[config.mk]
export PLATFORM = sky130hd
export DESIGN_NAME = usart_clkfmt
export DESIGN_NICKNAME = d
export VERILOG_FILES = /design/src/verilog/usart_pkg.sv /design/src/verilog/baud_if.sv /design/src/verilog/baud_gen.sv /design/src/verilog/xck_sync.sv /design/src/verilog/usart_clkfmt.sv
export VERILOG_INCLUDE_DIRS = /design/src /design/src/verilog
export SDC_FILE = /design/constraint.sdc
export NUM_CORES = 1
export LEC_CHECK = 0
export ABC_AREA = 1
export BUFFER_PORTS_ARGS = -buffer_cell sky130_fd_sc_hd__clkbuf_2
export CAP_MARGIN = 20
export CORE_MARGIN = 2
export CORE_UTILIZATION = 60
export DETAILED_ROUTE_END_ITERATION = 8
export PLACE_DENSITY = 0.82
export SLEW_MARGIN = 40
export SYNTH_ARGS = -nofsm -noshare
export SYNTH_HDL_FRONTEND = slang
export SYNTH_SLANG_ARGS = --single-unit
[constraint.sdc]
create_clock -name clock_i -period 8.85 [get_ports clock_i]
set_input_delay 1.77 -clock clock_i [delete_from_list [all_inputs] [get_ports clock_i]]
set_output_delay 1.77 -clock clock_i [all_outputs]
set_load 0.005 [all_outputs]
[src/verilog/usart_defines.svh]
// Register offsets, field positions, reset values and counts for the USART
`ifndef USART_DEFINES_SVH
`define USART_DEFINES_SVH
`define OFF_CTRL    12'h000
`define OFF_BAUD_LO 12'h004
`define OFF_BAUD_HI 12'h008
`define OFF_DATA    12'h00c
`define OFF_STAT    12'h010
`define CTRL_RST    12'h061
`define CTL_PRR     0
`define CTL_SYNC    1
`define CTL_DS      2
`define CTL_DIR     3
`define CTL_POL     4
`define CTL_CSZ     7:5
`define CTL_PM      9:8
`define CTL_SBS     10
`define CTL_TX9     11
`define CTRL_W      12
`define BAUD_LO_W   8
`define BAUD_HI_W   4
`define CSZ_NINE    3'h7
`define BITS_MIN    4'h5
`define BITS_DEF    4'h8
`define BITS_NINE   4'h9
`define DIV_NORM    4'hf
`define DIV_DBL     4'h7
`define HALF_NORM   4'h7
`define HALF_DBL    4'h3
`endif

[src/verilog/usart_pkg.sv]
// Types shared by the USART modules
package usart_pkg;
   typedef enum logic [2:0] {
      FS_IDLE   = 3'h0,
      FS_START  = 3'h1,
      FS_DATA   = 3'h3,
      FS_PARITY = 3'h2,
      FS_STOP   = 3'h6
   } frame_state_t;
   typedef struct packed {
      logic       fe;
      logic       pe;
      logic [8:0] data;
   } rx_word_t;
endpackage

[src/verilog/baud_if.sv]
// Link between the USART core and its baud rate generator
`timescale 1ns/1ps
`default_nettype none
interface baud_if #(parameter int W = 12);
   logic [W-1:0] divisor;
   logic         reload;
   logic         run;
   logic         tick;
   modport gen  (input divisor, reload, run, output tick);
   modport user (output divisor, reload, run, input tick);
endinterface
`default_nettype wire

[src/verilog/baud_gen.sv]
// Baud rate down-counter
`timescale 1ns/1ps
`default_nettype none
module baud_gen #(
   parameter int W = 12
) (
   // Clock and reset
   input  wire logic clock_i,
   input  wire logic rst_i,
   // Divisor and tick
   baud_if.gen       bus
);
   logic [W-1:0] cnt_reg;

   always_ff @(posedge clock_i or posedge rst_i) begin
      if (rst_i) begin
         cnt_reg <= '0;
      end else if (!bus.run || bus.reload || cnt_reg == '0) begin
         cnt_reg <= bus.divisor;
      end else begin
         cnt_reg <= cnt_reg - 1'b1;
      end
   end

   assign bus.tick = bus.run && !bus.reload && cnt_reg == '0;
endmodule
`default_nettype wire

[src/verilog/xck_sync.sv]
// Synchroniser and edge detector for the external transfer clock
`timescale 1ns/1ps
`default_nettype none
module xck_sync (
   // Clock and reset
   input  wire logic clock_i,
   input  wire logic rst_i,
   // Pin in, edges out
   input  wire logic pin_i,
   output logic      rise_o,
   output logic      fall_o
);
   logic meta_reg;
   logic sync_reg;
   logic last_reg;

   always_ff @(posedge clock_i or posedge rst_i) begin
      if (rst_i) begin
         meta_reg <= 1'b0;
         sync_reg <= 1'b0;
         last_reg <= 1'b0;
      end else begin
         meta_reg <= pin_i;
         sync_reg <= meta_reg;
         last_reg <= sync_reg;
      end
   end

   assign rise_o = sync_reg && !last_reg;
   assign fall_o = !sync_reg && last_reg;
endmodule
`default_nettype wire

[src/verilog/usart_clkfmt.sv]
// USART clock generation, frame formatting and APB registers
//
// Design decisions made here: the register addresses and the APB slave port.
`timescale 1ns/1ps
`default_nettype none
`include "usart_defines.svh"
// What this block does
// - Four clock modes; one bit picks asynchronous or synchronous
// - In synchronous mode clock direction picks master or slave
// - Transfer clock pin used only in synchronous mode, else not driven
// - Baud counter reloads at zero and on low divisor byte write
// - One baud tick each time the counter reaches zero, except in a cycle that writes the low divisor byte
// - Transmitter divides ticks by 16, 8 or 2 depending on mode
// - Baud divisor is 12 bits over high and low bytes
// - Double speed cuts asynchronous divider and samples from 16 to 8
// - Slave clock is synchronised then edge detected, two cycle delay
// - Receive sampling uses the edge opposite to transmit change
// - Polarity 0 changes on rising, samples falling; 1 the reverse
// - Start bit, 5 to 9 data bits, optional parity, 1 or 2 stops
// - Data go least significant first; parity follows the last data bit
// - After stop bits next frame follows at once or line idles high
// - Character size, parity mode and stop select fields set format
// - Receiver checks only first stop bit; low stop flags framing error
// - Transmitter and receiver share one frame format setting
// - Single transmit buffer ahead of shifter allows gapless frames
// - Receiver has parity check, two entry buffer and overrun detect
// - Even parity is xor of data bits; odd parity its inverse
// - Size code 7 means nine bits; ninth comes from a control bit
module usart_clkfmt #(
   parameter int BAUD_W   = 12,
   parameter int RX_DEPTH = 2
) (
   // Clock and reset
   input  wire logic        clock_i,
   input  wire logic        rst_i,
   // APB slave
   input  wire logic        psel_i,
   input  wire logic        penable_i,
   input  wire logic        pwrite_i,
   input  wire logic [11:0] paddr_i,
   input  wire logic [31:0] pwdata_i,
   output logic      [31:0] prdata_o,
   output logic             pready_o,
   output logic             pslverr_o,
   // Serial data lines
   input  wire logic        serial_in_i,
   output logic             serial_out_o,
   // Transfer clock pin
   input  wire logic        transfer_clock_pin_i,
   output logic             transfer_clock_pin_o,
   output logic             transfer_clock_pin_oe_o
);
   import usart_pkg::*;

   localparam int PW = (RX_DEPTH > 1) ? $clog2(RX_DEPTH) : 1;

   logic [`CTRL_W-1:0]    ctrl_reg;
   logic [`BAUD_LO_W-1:0] baud_lo_reg;
   logic [`BAUD_HI_W-1:0] baud_hi_reg;
   logic [31:0]           prdata_reg;
   logic [31:0]           rdata;
   logic                  pslverr_reg;
   logic                  wr;
   logic                  rd;
   logic                  setup;
   logic                  mapped;
   logic                  prr;
   logic                  en;
   logic                  sync;
   logic                  ds;
   logic                  master;
   logic                  slave;
   logic                  pol;
   logic                  par_en;
   logic                  par_odd;
   logic [3:0]            nbits;
   logic [8:0]            dmask;
   logic                  tick;
   logic                  xck_reg;
   logic                  x_rise;
   logic                  x_fall;
   logic                  rise;
   logic                  fall;
   logic                  chg_edge;
   logic                  smp_edge;
   logic [3:0]            div_last;
   logic [3:0]            tx_div_reg;
   logic                  tx_bit_en;
   logic                  txb_full_reg;
   logic [8:0]            txb_data_reg;
   frame_state_t          tx_state_reg;
   logic [8:0]            tx_sh_reg;
   logic [3:0]            tx_cnt_reg;
   logic                  tx_stop2_reg;
   logic                  tx_par_reg;
   logic                  txo_reg;
   logic                  stop_done;
   logic                  tx_load;
   frame_state_t          rx_state_reg;
   logic [3:0]            rx_os_reg;
   logic [3:0]            os_last;
   logic                  rx_sample;
   logic [8:0]            rx_sh_reg;
   logic [3:0]            rx_cnt_reg;
   logic                  rx_pe_reg;
   logic                  rx_push;
   logic                  rx_pop;
   rx_word_t              rx_mem [RX_DEPTH];
   logic [PW-1:0]         rx_wp_reg;
   logic [PW-1:0]         rx_rp_reg;
   logic [PW:0]           rx_count_reg;
   logic                  rx_full;
   logic                  overrun_reg;
   rx_word_t              rx_head;

   function automatic logic [3:0] data_bits(input logic [2:0] c);
      if (c == `CSZ_NINE) begin
         return `BITS_NINE;
      end else if (c[2]) begin
         return `BITS_DEF;
      end
      return `BITS_MIN + {2'h0, c[1:0]};
   endfunction

   // Register bus: data sampled in setup, effects at access
   assign setup  = psel_i && !penable_i;
   assign wr     = psel_i && penable_i && pwrite_i;
   assign rd     = psel_i && penable_i && !pwrite_i;
   assign mapped = paddr_i == `OFF_CTRL || paddr_i == `OFF_BAUD_LO ||
                   paddr_i == `OFF_BAUD_HI || paddr_i == `OFF_DATA ||
                   paddr_i == `OFF_STAT;
   assign pready_o  = 1'b1;
   assign prdata_o  = prdata_reg;
   assign pslverr_o = pslverr_reg;

   always_comb begin
      case (paddr_i)
         `OFF_CTRL:    rdata = {20'h0, ctrl_reg};
         `OFF_BAUD_LO: rdata = {24'h0, baud_lo_reg};
         `OFF_BAUD_HI: rdata = {28'h0, baud_hi_reg};
         `OFF_DATA:    rdata = {23'h0, rx_head.data};
         `OFF_STAT:    rdata = {26'h0, overrun_reg, rx_head.pe,
                                rx_head.fe, rx_count_reg != '0,
                                tx_state_reg == FS_IDLE, !txb_full_reg};
         default:      rdata = 32'h0;
      endcase
   end

   always_ff @(posedge clock_i or posedge rst_i) begin
      if (rst_i) begin
         prdata_reg  <= 32'h0;
         pslverr_reg <= 1'b0;
      end else if (setup) begin
         prdata_reg  <= pwrite_i ? 32'h0 : rdata;
         pslverr_reg <= !mapped;
      end
   end

   always_ff @(posedge clock_i or posedge rst_i) begin
      if (rst_i) begin
         ctrl_reg    <= `CTRL_RST;
         baud_lo_reg <= '0;
         baud_hi_reg <= '0;
      end else if (wr) begin
         if (paddr_i == `OFF_CTRL) begin
            ctrl_reg <= pwdata_i[`CTRL_W-1:0];
         end
         if (paddr_i == `OFF_BAUD_LO) begin
            baud_lo_reg <= pwdata_i[`BAUD_LO_W-1:0];
         end
         if (paddr_i == `OFF_BAUD_HI) begin
            baud_hi_reg <= pwdata_i[`BAUD_HI_W-1:0];
         end
      end
   end

   // Mode and format decode, one setting for both directions
   assign prr     = ctrl_reg[`CTL_PRR];
   assign en      = !prr;
   assign sync    = ctrl_reg[`CTL_SYNC];
   assign master  = sync && ctrl_reg[`CTL_DIR];
   assign slave   = sync && !ctrl_reg[`CTL_DIR];
   assign ds      = ctrl_reg[`CTL_DS] && !sync;
   assign pol     = ctrl_reg[`CTL_POL];
   assign {par_en, par_odd} = ctrl_reg[`CTL_PM];
   assign nbits   = data_bits(ctrl_reg[`CTL_CSZ]);
   assign dmask   = (9'h001 << nbits) - 9'h001;

   baud_if #(.W(BAUD_W)) baud ();
   // A low byte write loads its new value, not the stale register
   assign baud.divisor = {baud_hi_reg, baud.reload
                                       ? pwdata_i[`BAUD_LO_W-1:0]
                                       : baud_lo_reg};
   assign baud.reload  = wr && paddr_i == `OFF_BAUD_LO;
   assign baud.run     = en;
   assign tick         = baud.tick;

   baud_gen #(.W(BAUD_W)) u_baud (
      .clock_i (clock_i),
      .rst_i   (rst_i),
      .bus     (baud.gen)
   );

   xck_sync u_xck (
      .clock_i (clock_i),
      .rst_i   (rst_i),
      .pin_i   (transfer_clock_pin_i),
      .rise_o  (x_rise),
      .fall_o  (x_fall)
   );

   // Master clock toggles on every tick: bit rate is tick rate over 2
   always_ff @(posedge clock_i or posedge rst_i) begin
      if (rst_i) begin
         xck_reg <= 1'b0;
      end else if (!(en && master)) begin
         xck_reg <= 1'b0;
      end else if (tick) begin
         xck_reg <= !xck_reg;
      end
   end

   assign transfer_clock_pin_o    = xck_reg;
   assign transfer_clock_pin_oe_o = en && master;
   assign rise = (master && tick && !xck_reg) || (slave && x_rise);
   assign fall = (master && tick && xck_reg) || (slave && x_fall);
   assign chg_edge = pol ? fall : rise;
   assign smp_edge = pol ? rise : fall;

   // Asynchronous bit divider
   assign div_last = ds ? `DIV_DBL : `DIV_NORM;
   always_ff @(posedge clock_i or posedge rst_i) begin
      if (rst_i) begin
         tx_div_reg <= '0;
      end else if (!en || sync) begin
         tx_div_reg <= '0;
      end else if (tick) begin
         tx_div_reg <= (tx_div_reg == div_last) ? 4'h0
                                                 : tx_div_reg + 4'h1;
      end
   end

   assign tx_bit_en = en && (sync ? chg_edge
                                  : tick && tx_div_reg == div_last);

   // Transmit buffer
   assign stop_done = !ctrl_reg[`CTL_SBS] || tx_stop2_reg;
   assign tx_load = tx_bit_en && txb_full_reg &&
                    (tx_state_reg == FS_IDLE ||
                     (tx_state_reg == FS_STOP && stop_done));
   always_ff @(posedge clock_i or posedge rst_i) begin
      if (rst_i) begin
         txb_full_reg <= 1'b0;
         txb_data_reg <= '0;
      end else if (tx_load) begin
         txb_full_reg <= 1'b0;
      end else if (wr && paddr_i == `OFF_DATA && !txb_full_reg) begin
         txb_full_reg <= 1'b1;
         txb_data_reg <= {ctrl_reg[`CTL_TX9], pwdata_i[7:0]};
      end
   end

   // Transmit frame sequencer
   always_ff @(posedge clock_i or posedge rst_i) begin
      if (rst_i) begin
         tx_state_reg <= FS_IDLE;
         tx_sh_reg    <= '0;
         tx_cnt_reg   <= '0;
         tx_stop2_reg <= 1'b0;
         tx_par_reg   <= 1'b0;
         txo_reg      <= 1'b1;
      end else if (!en) begin
         tx_state_reg <= FS_IDLE;
         tx_stop2_reg <= 1'b0;
         txo_reg      <= 1'b1;
      end else if (tx_load) begin
         tx_state_reg <= FS_START;
         tx_sh_reg    <= txb_data_reg & dmask;
         tx_par_reg   <= ^(txb_data_reg & dmask) ^ par_odd;
         tx_stop2_reg <= 1'b0;
         txo_reg      <= 1'b0;
      end else if (tx_bit_en) begin
         case (tx_state_reg)
            FS_START: begin
               tx_state_reg <= FS_DATA;
               tx_cnt_reg   <= '0;
               txo_reg      <= tx_sh_reg[0];
            end
            FS_DATA: begin
               if (tx_cnt_reg == nbits - 4'h1) begin
                  tx_state_reg <= par_en ? FS_PARITY : FS_STOP;
                  txo_reg      <= par_en ? tx_par_reg : 1'b1;
               end else begin
                  tx_sh_reg  <= tx_sh_reg >> 1;
                  tx_cnt_reg <= tx_cnt_reg + 4'h1;
                  txo_reg    <= tx_sh_reg[1];
               end
            end
            FS_PARITY: begin
               tx_state_reg <= FS_STOP;
               txo_reg      <= 1'b1;
            end
            FS_STOP: begin
               if (!stop_done) begin
                  tx_stop2_reg <= 1'b1;
               end else begin
                  tx_state_reg <= FS_IDLE;
               end
            end
            default: begin
               tx_state_reg <= FS_IDLE;
               txo_reg      <= 1'b1;
            end
         endcase
      end
   end

   assign serial_out_o = txo_reg;

   // Receive recovery: half a bit to confirm start, then a full bit
   assign os_last = (rx_state_reg == FS_IDLE)
                  ? (ds ? `HALF_DBL : `HALF_NORM) : div_last;
   always_ff @(posedge clock_i or posedge rst_i) begin
      if (rst_i) begin
         rx_os_reg <= '0;
      end else if (!en || sync) begin
         rx_os_reg <= '0;
      end else if (tick) begin
         if ((rx_state_reg == FS_IDLE && serial_in_i) ||
             rx_os_reg == os_last) begin
            rx_os_reg <= '0;
         end else begin
            rx_os_reg <= rx_os_reg + 4'h1;
         end
      end
   end

   assign rx_sample = en && (sync ? smp_edge : tick && rx_os_reg == os_last
                     && !(rx_state_reg == FS_IDLE && serial_in_i));

   always_ff @(posedge clock_i or posedge rst_i) begin
      if (rst_i) begin
         rx_state_reg <= FS_IDLE;
         rx_sh_reg    <= '0;
         rx_cnt_reg   <= '0;
         rx_pe_reg    <= 1'b0;
      end else if (!en) begin
         rx_state_reg <= FS_IDLE;
      end else if (rx_sample) begin
         case (rx_state_reg)
            FS_IDLE: begin
               if (!serial_in_i) begin
                  rx_state_reg <= FS_DATA;
                  rx_sh_reg    <= '0;
                  rx_cnt_reg   <= '0;
                  rx_pe_reg    <= 1'b0;
               end
            end
            FS_DATA: begin
               rx_sh_reg[rx_cnt_reg] <= serial_in_i;
               rx_cnt_reg <= rx_cnt_reg + 4'h1;
               if (rx_cnt_reg == nbits - 4'h1) begin
                  rx_state_reg <= par_en ? FS_PARITY : FS_STOP;
               end
            end
            FS_PARITY: begin
               rx_pe_reg    <= ^(rx_sh_reg & dmask) ^ par_odd
                               ^ serial_in_i;
               rx_state_reg <= FS_STOP;
            end
            default: begin
               rx_state_reg <= FS_IDLE;
            end
         endcase
      end
   end

   // Two entry receive buffer with overrun
   assign rx_push = rx_sample && rx_state_reg == FS_STOP;
   assign rx_full = rx_count_reg == (PW + 1)'(RX_DEPTH);
   assign rx_pop  = rd && paddr_i == `OFF_DATA && rx_count_reg != '0;
   assign rx_head = (rx_count_reg != '0) ? rx_mem[rx_rp_reg] : '0;

   always_ff @(posedge clock_i) begin
      if (rx_push && !rx_full) begin
         rx_mem[rx_wp_reg] <= '{fe: !serial_in_i, pe: rx_pe_reg,
                                data: rx_sh_reg};
      end
   end

   always_ff @(posedge clock_i or posedge rst_i) begin
      if (rst_i) begin
         rx_wp_reg    <= '0;
         rx_rp_reg    <= '0;
         rx_count_reg <= '0;
      end else begin
         if (rx_push && !rx_full) begin
            rx_wp_reg <= (rx_wp_reg == PW'(RX_DEPTH - 1)) ? '0
                                                          : rx_wp_reg + 1'b1;
         end
         if (rx_pop) begin
            rx_rp_reg <= (rx_rp_reg == PW'(RX_DEPTH - 1)) ? '0
                                                          : rx_rp_reg + 1'b1;
         end
         rx_count_reg <= rx_count_reg + (PW + 1)'(rx_push && !rx_full)
                                      - (PW + 1)'(rx_pop);
      end
   end

   always_ff @(posedge clock_i or posedge rst_i) begin
      if (rst_i) begin
         overrun_reg <= 1'b0;
      end else if (rx_push && rx_full) begin
         overrun_reg <= 1'b1;
      end else if (rx_pop) begin
         overrun_reg <= 1'b0;
      end
   end
endmodule
`default_nettype wire

Word-level counts from Yosys, hierarchy flattened

Memory sizes are Yosys's and may differ from the RTL's.
Cells that the tools add are included.

Add/subtract/negate cells: 12
$lt $le $gt $ge: 2
Eq/ne operators: 27
Shifts and indexed selects: 1
Multiplexer cells: 71
Bitwise operators: 7
Reduce and logical (&&, ||, !) cells: 93

Operators by type and width:

| operator            | number |
|---|---|
| $pmux 12 s5         | 1 |
| $mux 4              | 13 |
| $mux 9              | 5 |
| $logic_and 1x1->1   | 35 |
| $mux 3              | 11 |
| $mux 32             | 1 |
| $mux 1              | 28 |
| $eq 12x4->1 const B | 2 |
| $logic_not 12->1    | 2 |
| $reduce_bool 2->1   | 10 |
| $and 9x9->9         | 2 |
| $pmux 9 s2          | 1 |
| $reduce_xor 9->1    | 2 |
| $add 4x1->4 const B | 4 |
| $eq 4x4->1          | 4 |
| $pmux 4 s2          | 2 |
| $logic_not 1->1     | 15 |
| $eq 12x3->1 const B | 1 |
| $eq 12x5->1 const B | 1 |
| $eq 3x2->1 const B  | 4 |
| $logic_or 1x1->1    | 12 |
| $mux 12             | 1 |
| $pmux 3 s4          | 1 |
| $reduce_and 2->1    | 6 |
| 32 further kinds    | 49 |

Register bits after elaboration: 132
Memory bits (writable): 22
Input bits: 51
Output and inout bits: 37
Logic and storage cells: 242
Memories kept: 1

Memories:

| memory | words | width | rd ports | clocked after Yosys merged registers in | wr ports | line                | source |
|---|---|---|---|---|---|---|---|
| rx_mem | 2     | 11    | 1        | 0                                       | 1        | usart_clkfmt.sv:108 | `rx_word_t rx_mem [RX_DEPTH];` |

Longest topological paths before layout

Depth in word-level cells: 16
Mapped depth: 19
Mapped depth without buffers: 19

Modules after synthesis

A second synthesis with hierarchy kept.

Cells, all modules: 1003
Area total of the unflattened synthesis: 7734.9 sq um

By module, submodules not included:

| module       | instances | cells an instance | area each (sq um) | sequential area each (sq um) |
|---|---|---|---|---|
| usart_clkfmt | 1         | 878               | 6835.3            | 3093.0 |
| baud_gen     | 1         | 117               | 805.8             | 300.3 |
| xck_sync     | 1         | 8                 | 93.8              | 75.1 |

Least setup slack after synthesis

No wires, ideal clock.

Path kind: input port to flip-flop
From: input paddr_i[11]
To: memory rx_mem[1][0] (netlist name) (enable)
Library setup time: 0.378 ns
Arrival: 3.479 ns
Required time: 8.472 ns
Setup slack: 4.992 ns
Stages: 13
Buffers on the path: 1
Path through: nor2_2 > nand2_2 > nor2_8 > nand3_2 > buf_6 > nand4_1 > o21bai_1 > nand2_1 > nand2_1 > nand3_4 > nor2_1 > nand2_1 > nor2_1

Cells in the longest elaborated chain, start to end: 15
Elaborated cells on any way between the ends: 19
Classes of those cells: eq/ne (1); mux (4); reduce/logical (14)

Ends and longest elaborated chain:

| element                              | line                                     | source |
|---|---|---|
| start, declared                      | usart_clkfmt.sv:40                       | `input wire logic [11:0] paddr_i,` |
| $eq 12x3->1 (*)                      | n/a                                      |  |
| $logic_and 1x1->1 (no line) (*)      | n/a                                      |  |
| $logic_not 1->1 (*)                  | baud_gen.sv:25                           | `assign bus.tick = bus.run && !bus.reload && cnt_reg == '0;` |
| $logic_and 1x1->1 (*) (2 in series)  | baud_gen.sv:25                           |  |
| $logic_and 1x1->1                    | usart_clkfmt.sv:225, usart_clkfmt.sv:226 |  |
| $logic_and 1x1->1 (on tied branches) | usart_clkfmt.sv:226, usart_clkfmt.sv:225 |  |
| $logic_or 1x1->1 (on tied branches)  | usart_clkfmt.sv:226, usart_clkfmt.sv:225 |  |
| $mux 1                               | usart_clkfmt.sv:228                      | `assign smp_edge = pol ? rise : fall;` |
| $mux 1 (*)                           | usart_clkfmt.sv:338                      | `assign rx_sample = en && (sync ? smp_edge : tick && rx_os_reg == os_last` |
| $logic_and 1x1->1 (*)                | usart_clkfmt.sv:338                      |  |
| $logic_and 1x1->1 (*)                | usart_clkfmt.sv:379                      | `assign rx_push = rx_sample && rx_state_reg == FS_STOP;` |
| $logic_and 1x1->1 (*)                | usart_clkfmt.sv:385                      | `if (rx_push && !rx_full) begin` |
| $mux 1 (*)                           | usart_clkfmt.sv:385                      |  |
| $mux 1 (not written as such) (*)     | usart_clkfmt.sv:386                      | `rx_mem[rx_wp_reg] <= '{fe: !serial_in_i, pe: rx_pe_reg,` |
| end, declared                        | usart_clkfmt.sv:108                      |  |

Every way passes the cells marked *; elsewhere a longest branch is shown, timed or not.

Final worst setup path

From: input paddr_i[11]
To: register rx_count_reg[1]

Cells in the longest elaborated chain, start to end: 15
Elaborated cells on any way between the ends: 22
Classes of those cells: add/sub (2); eq/ne (2); mux (2); reduce/logical (16)

Ends and longest elaborated chain:

| element                              | line                                     | source |
|---|---|---|
| $eq 12x3->1                          | n/a                                      |  |
| $logic_and 1x1->1 (no line)          | n/a                                      |  |
| $logic_not 1->1                      | baud_gen.sv:25                           |  |
| $logic_and 1x1->1 (2 in series)      | baud_gen.sv:25                           |  |
| $logic_and 1x1->1                    | usart_clkfmt.sv:225, usart_clkfmt.sv:226 |  |
| $logic_and 1x1->1 (on tied branches) | usart_clkfmt.sv:226, usart_clkfmt.sv:225 |  |
| $logic_or 1x1->1 (on tied branches)  | usart_clkfmt.sv:226, usart_clkfmt.sv:225 |  |
| $mux 1                               | usart_clkfmt.sv:228                      |  |
| $mux 1                               | usart_clkfmt.sv:338                      |  |
| $logic_and 1x1->1                    | usart_clkfmt.sv:338                      |  |
| $logic_and 1x1->1                    | usart_clkfmt.sv:379                      |  |
| $logic_and 1x1->1                    | usart_clkfmt.sv:405                      | `rx_count_reg <= rx_count_reg + (PW + 1)'(rx_push && !rx_full)` |
| $add 2x1->2                          | usart_clkfmt.sv:405                      |  |
| $sub 2x1->2 (*)                      | usart_clkfmt.sv:406                      | `- (PW + 1)'(rx_pop);` |
| end signal, assigned                 | usart_clkfmt.sv:405                      |  |
| end, declared                        | usart_clkfmt.sv:111                      | `logic [PW:0] rx_count_reg;` |

Marked as above.
A chain may end at the register's enable or synchronous reset.

==> results by group <==
Clock tree
  – Sink Count: 134
  – Root Buffer: clkbuf_16
  – CTS H-tree depth: 4
  – Bufs on Longest Clock Path: 2
  – Clock-pin transition on the worst setup and hold timing paths: 0.05 ns
  – CTS resizes: 0
  – Number of buffers created by CTS: 17
  – Post-CTS setup buffers: 0
  – CTS tree: done
  – Hold Buf Count CTS: 0
  – Worst-skew pair later-pin latency: 0.43 ns

Routing
  – Final ANT Viol Nets: 0
  – DRC: 0
  – Vias per cell: 5.337
  – Pre-antenna DRT Iters: 6
  – Detailed Route WL: 16.66 mm
  – Iteration-0 DRC Markers: 465
  – Routed len/inst: 15.05 microns
  – Vias: 5,908

STA
  – Hold slack: 0.3516 ns
  – Final Max Tran Viols: 0
  – RSZ-0062 raised after global routing: no
  – Min Clock Period, post-route: 4.073 ns
  – Slew HR: 51.65%
  – Achievable Freq: 245.5 MHz
  – Period utilisation layout: 46.03%
  – Final Hold Vio Count: 0
  – Setup-failing EPs final: 0
  – Worst-Margin Slew: 0.7226 ns
  – Setup_tns: 0 ns
  – Post-route setup slack: 4.777 ns
  – Clock Skew: 0.008202 ns

Layout
  – # nets final: 995
  – Fin cells: 1,107
  – Filler cells: 927
  – Synth-to-Final Area Change: 12.18%
  – Most frequent cells in the layout: nand2_1, dfrtp_1, inv_1, o21ai_0, nor2_1
  – Most common cell after layout, fill and taps aside: nand2_1
  – Layout cells sized above 1: 14.48%
  – # diodes: 0
  – Max reg flops: 22
  – Top reg by flops: rx_mem

Die
  – Starting density of the core: 61.73%
  – # IOs: 88
  – Die W: 115.4 microns
  – DIE AREA: 13,320 sq um
  – Core ar.: 12,060 sq um
  – Die height: 115.4 microns
  – Row count: 40

GRT
  – Gr usage total: 27.35%
  – Gr ovfl total: 0
  – Antenna violations before repair: 0
  – Largest net degree at the start of global routing: 75
  – First-pass GRT wire length: 27.62 mm
  – Vias in the first global route: 5,716

Synth
  – Post-Syn Area: 7446 sq um
  – Predominant post-synthesis flop cell: dfrtp_1
  – Synth Register Bits: 134
  – Synth cell types: 54
  – Async set or reset register ratio after synthesis: 83.58%
  – Post-synth EDFFs: 22
  – Synth warn: 0
  – Post-synthesis sequential area ratio: 46.58%
  – Synth Area per Inst: 8.519 sq um
  – Gate count of the mapped netlist: 874

Critical path
  – Worst Setup End Kind: flip-flop
  – Critical R2R Launch: u_baud.cnt_reg[0]
  – CP Class: input pin to flip-flop
  – Worst R2R End: rx_count_reg[1]
  – Critical path launch point type: input pin
  – Reg2Reg Setup Slack: 5.75 ns
  – CP Max Fanout: 20
  – R2R depth: 18
  – CP Data Required Time: 9.20 ns
  – Worst endpoint data arrival time: 4.43 ns

Placement
  – Placed cell count: 1,076
  – Count of input and output buffers: 46
  – Routability cong.: 0.8957
  – Pre-CTS worst setup slack: 4.349 ns
  – DP HPWL: 12.06 mm

Hold path
  – Hold path depth: 0
  – Min-delay src: u_xck.meta_reg
  – Worst hold endpoint: u_xck.sync_reg
  – Hold Path Class: flip-flop to flip-flop

Job
  – Max cap viols: 0

Outcome
  – Status: finished clean

Pwr
  – Maximum resistive drop on vdd: 0.0001243 V
  – Pwr Density: 177.0 nW/um^2
  – Total leakage power: 4.046 nW
## stage by stage
step / cell area [sq um] / power (mW) / utilization (%)
final: 8353 / 1.478 / 69.25
after global routing: 8353 / 1.527 / 69.25
after detailed placement: 7749 / 0.7538 / 64.24
after CTS: 8353 / 1.485 / 69.25
after floorplan: 7525 / 0.7337 / -
after global placement: 7742 / 0.7511 / 64.19
## cell type report
class / count / area (sq um) / area share, %
inverters: 113 / 427.9 / 5.123
clock inverters: 5 / 125.1 / 1.498
multi-input cells: 612 / 3386 / 40.53
flip-flops and latches: 134 / 3468 / 41.52
well taps: 168 / 210.2 / 2.516
clock buffers: 26 / 479.2 / 5.737
repair buffers: 49 / 256.5 / 3.071
## critical path, cell delays in order
cell,delay [ns]
clkbuf_2,0.09
nor2_2,0.04
nand2_2,0.13
nor2_8,0.08
nand3_2,0.29
nand3_4,0.17
clkinv_2,0.13
nand2_2,0.07
o21ai_4,0.21
nand3_4,0.15
nor2_1,0.27
nand2_1,0.16
ha_1,0.30
inv_1,0.04
ha_1,0.18
xnor2_1,0.17
xor2_1,0.15
## worst max-delay path by stage
stage | start | end | slack [ns] | cells after the start
6_report | paddr_i[11] | rx_count_reg[1] | 4.78 | 17
5_1_grt | paddr_i[11] | rx_count_reg[1] | 4.55 | 17
4_1_cts | paddr_i[11] | rx_count_reg[1] | 4.80 | 17
3_5_place_dp | paddr_i[11] | rx_count_reg[1] | 4.35 | 17
3_3_place_gp | paddr_i[11] | rx_mem[1][8] | 4.18 | 13
2_1_floorplan | rst_i | baud_hi_reg[0] | 4.13 | 1
## power breakdown
| group | switching (mW) | internal [mW] | total, mW |
|---|---|---|---|
| clock network | 0.250 | 0.484 | 0.734 |
| logic | 0.0527 | 0.0310 | 0.0837 |
| registers | 0.0168 | 0.644 | 0.660 |
## layer usage
layer | vias up | wire [microns] | track usage (%)
li1 | 2924 | - | -
met1 | 2752 | 7392 | 35.74
met2 | 190 | 7852 | 43.70
met3 | 42 | 917 | 7.011
met4 | 0 | 497 | 11.16
met5 | - | 0 | 0
## kinds of logic after synthesis
logic type	Yosys count	share of synthesized area [%]
simple gates	390	24.70
buf+inv	149	9.040
compound gates	135	11.09
flops	134	46.58
xor+xnor	42	4.940
fa+ha+maj	17	2.857
mux	5	0.6890
other cells	2	0.1009
## synthesized netlist by cell type, types with 11 or more instances
cell | instances | area share (%)
a21oi_1 | 15 | 1.0
buf_4 | 21 | 2.1
dfrtp_1 | 108 | 36
edfxtp_1 | 22 | 8.9
ha_1 | 17 | 2.9
inv_1 | 103 | 5.2
nand2_1 | 222 | 11
nand3_1 | 39 | 2.6
nand4_1 | 17 | 1.4
nor2_1 | 53 | 2.7
nor3_1 | 11 | 0.74
o21ai_0 | 76 | 5.1
xnor2_1 | 16 | 1.9
xor2_1 | 26 | 3.1
Power figures use the tool's default switching activity.
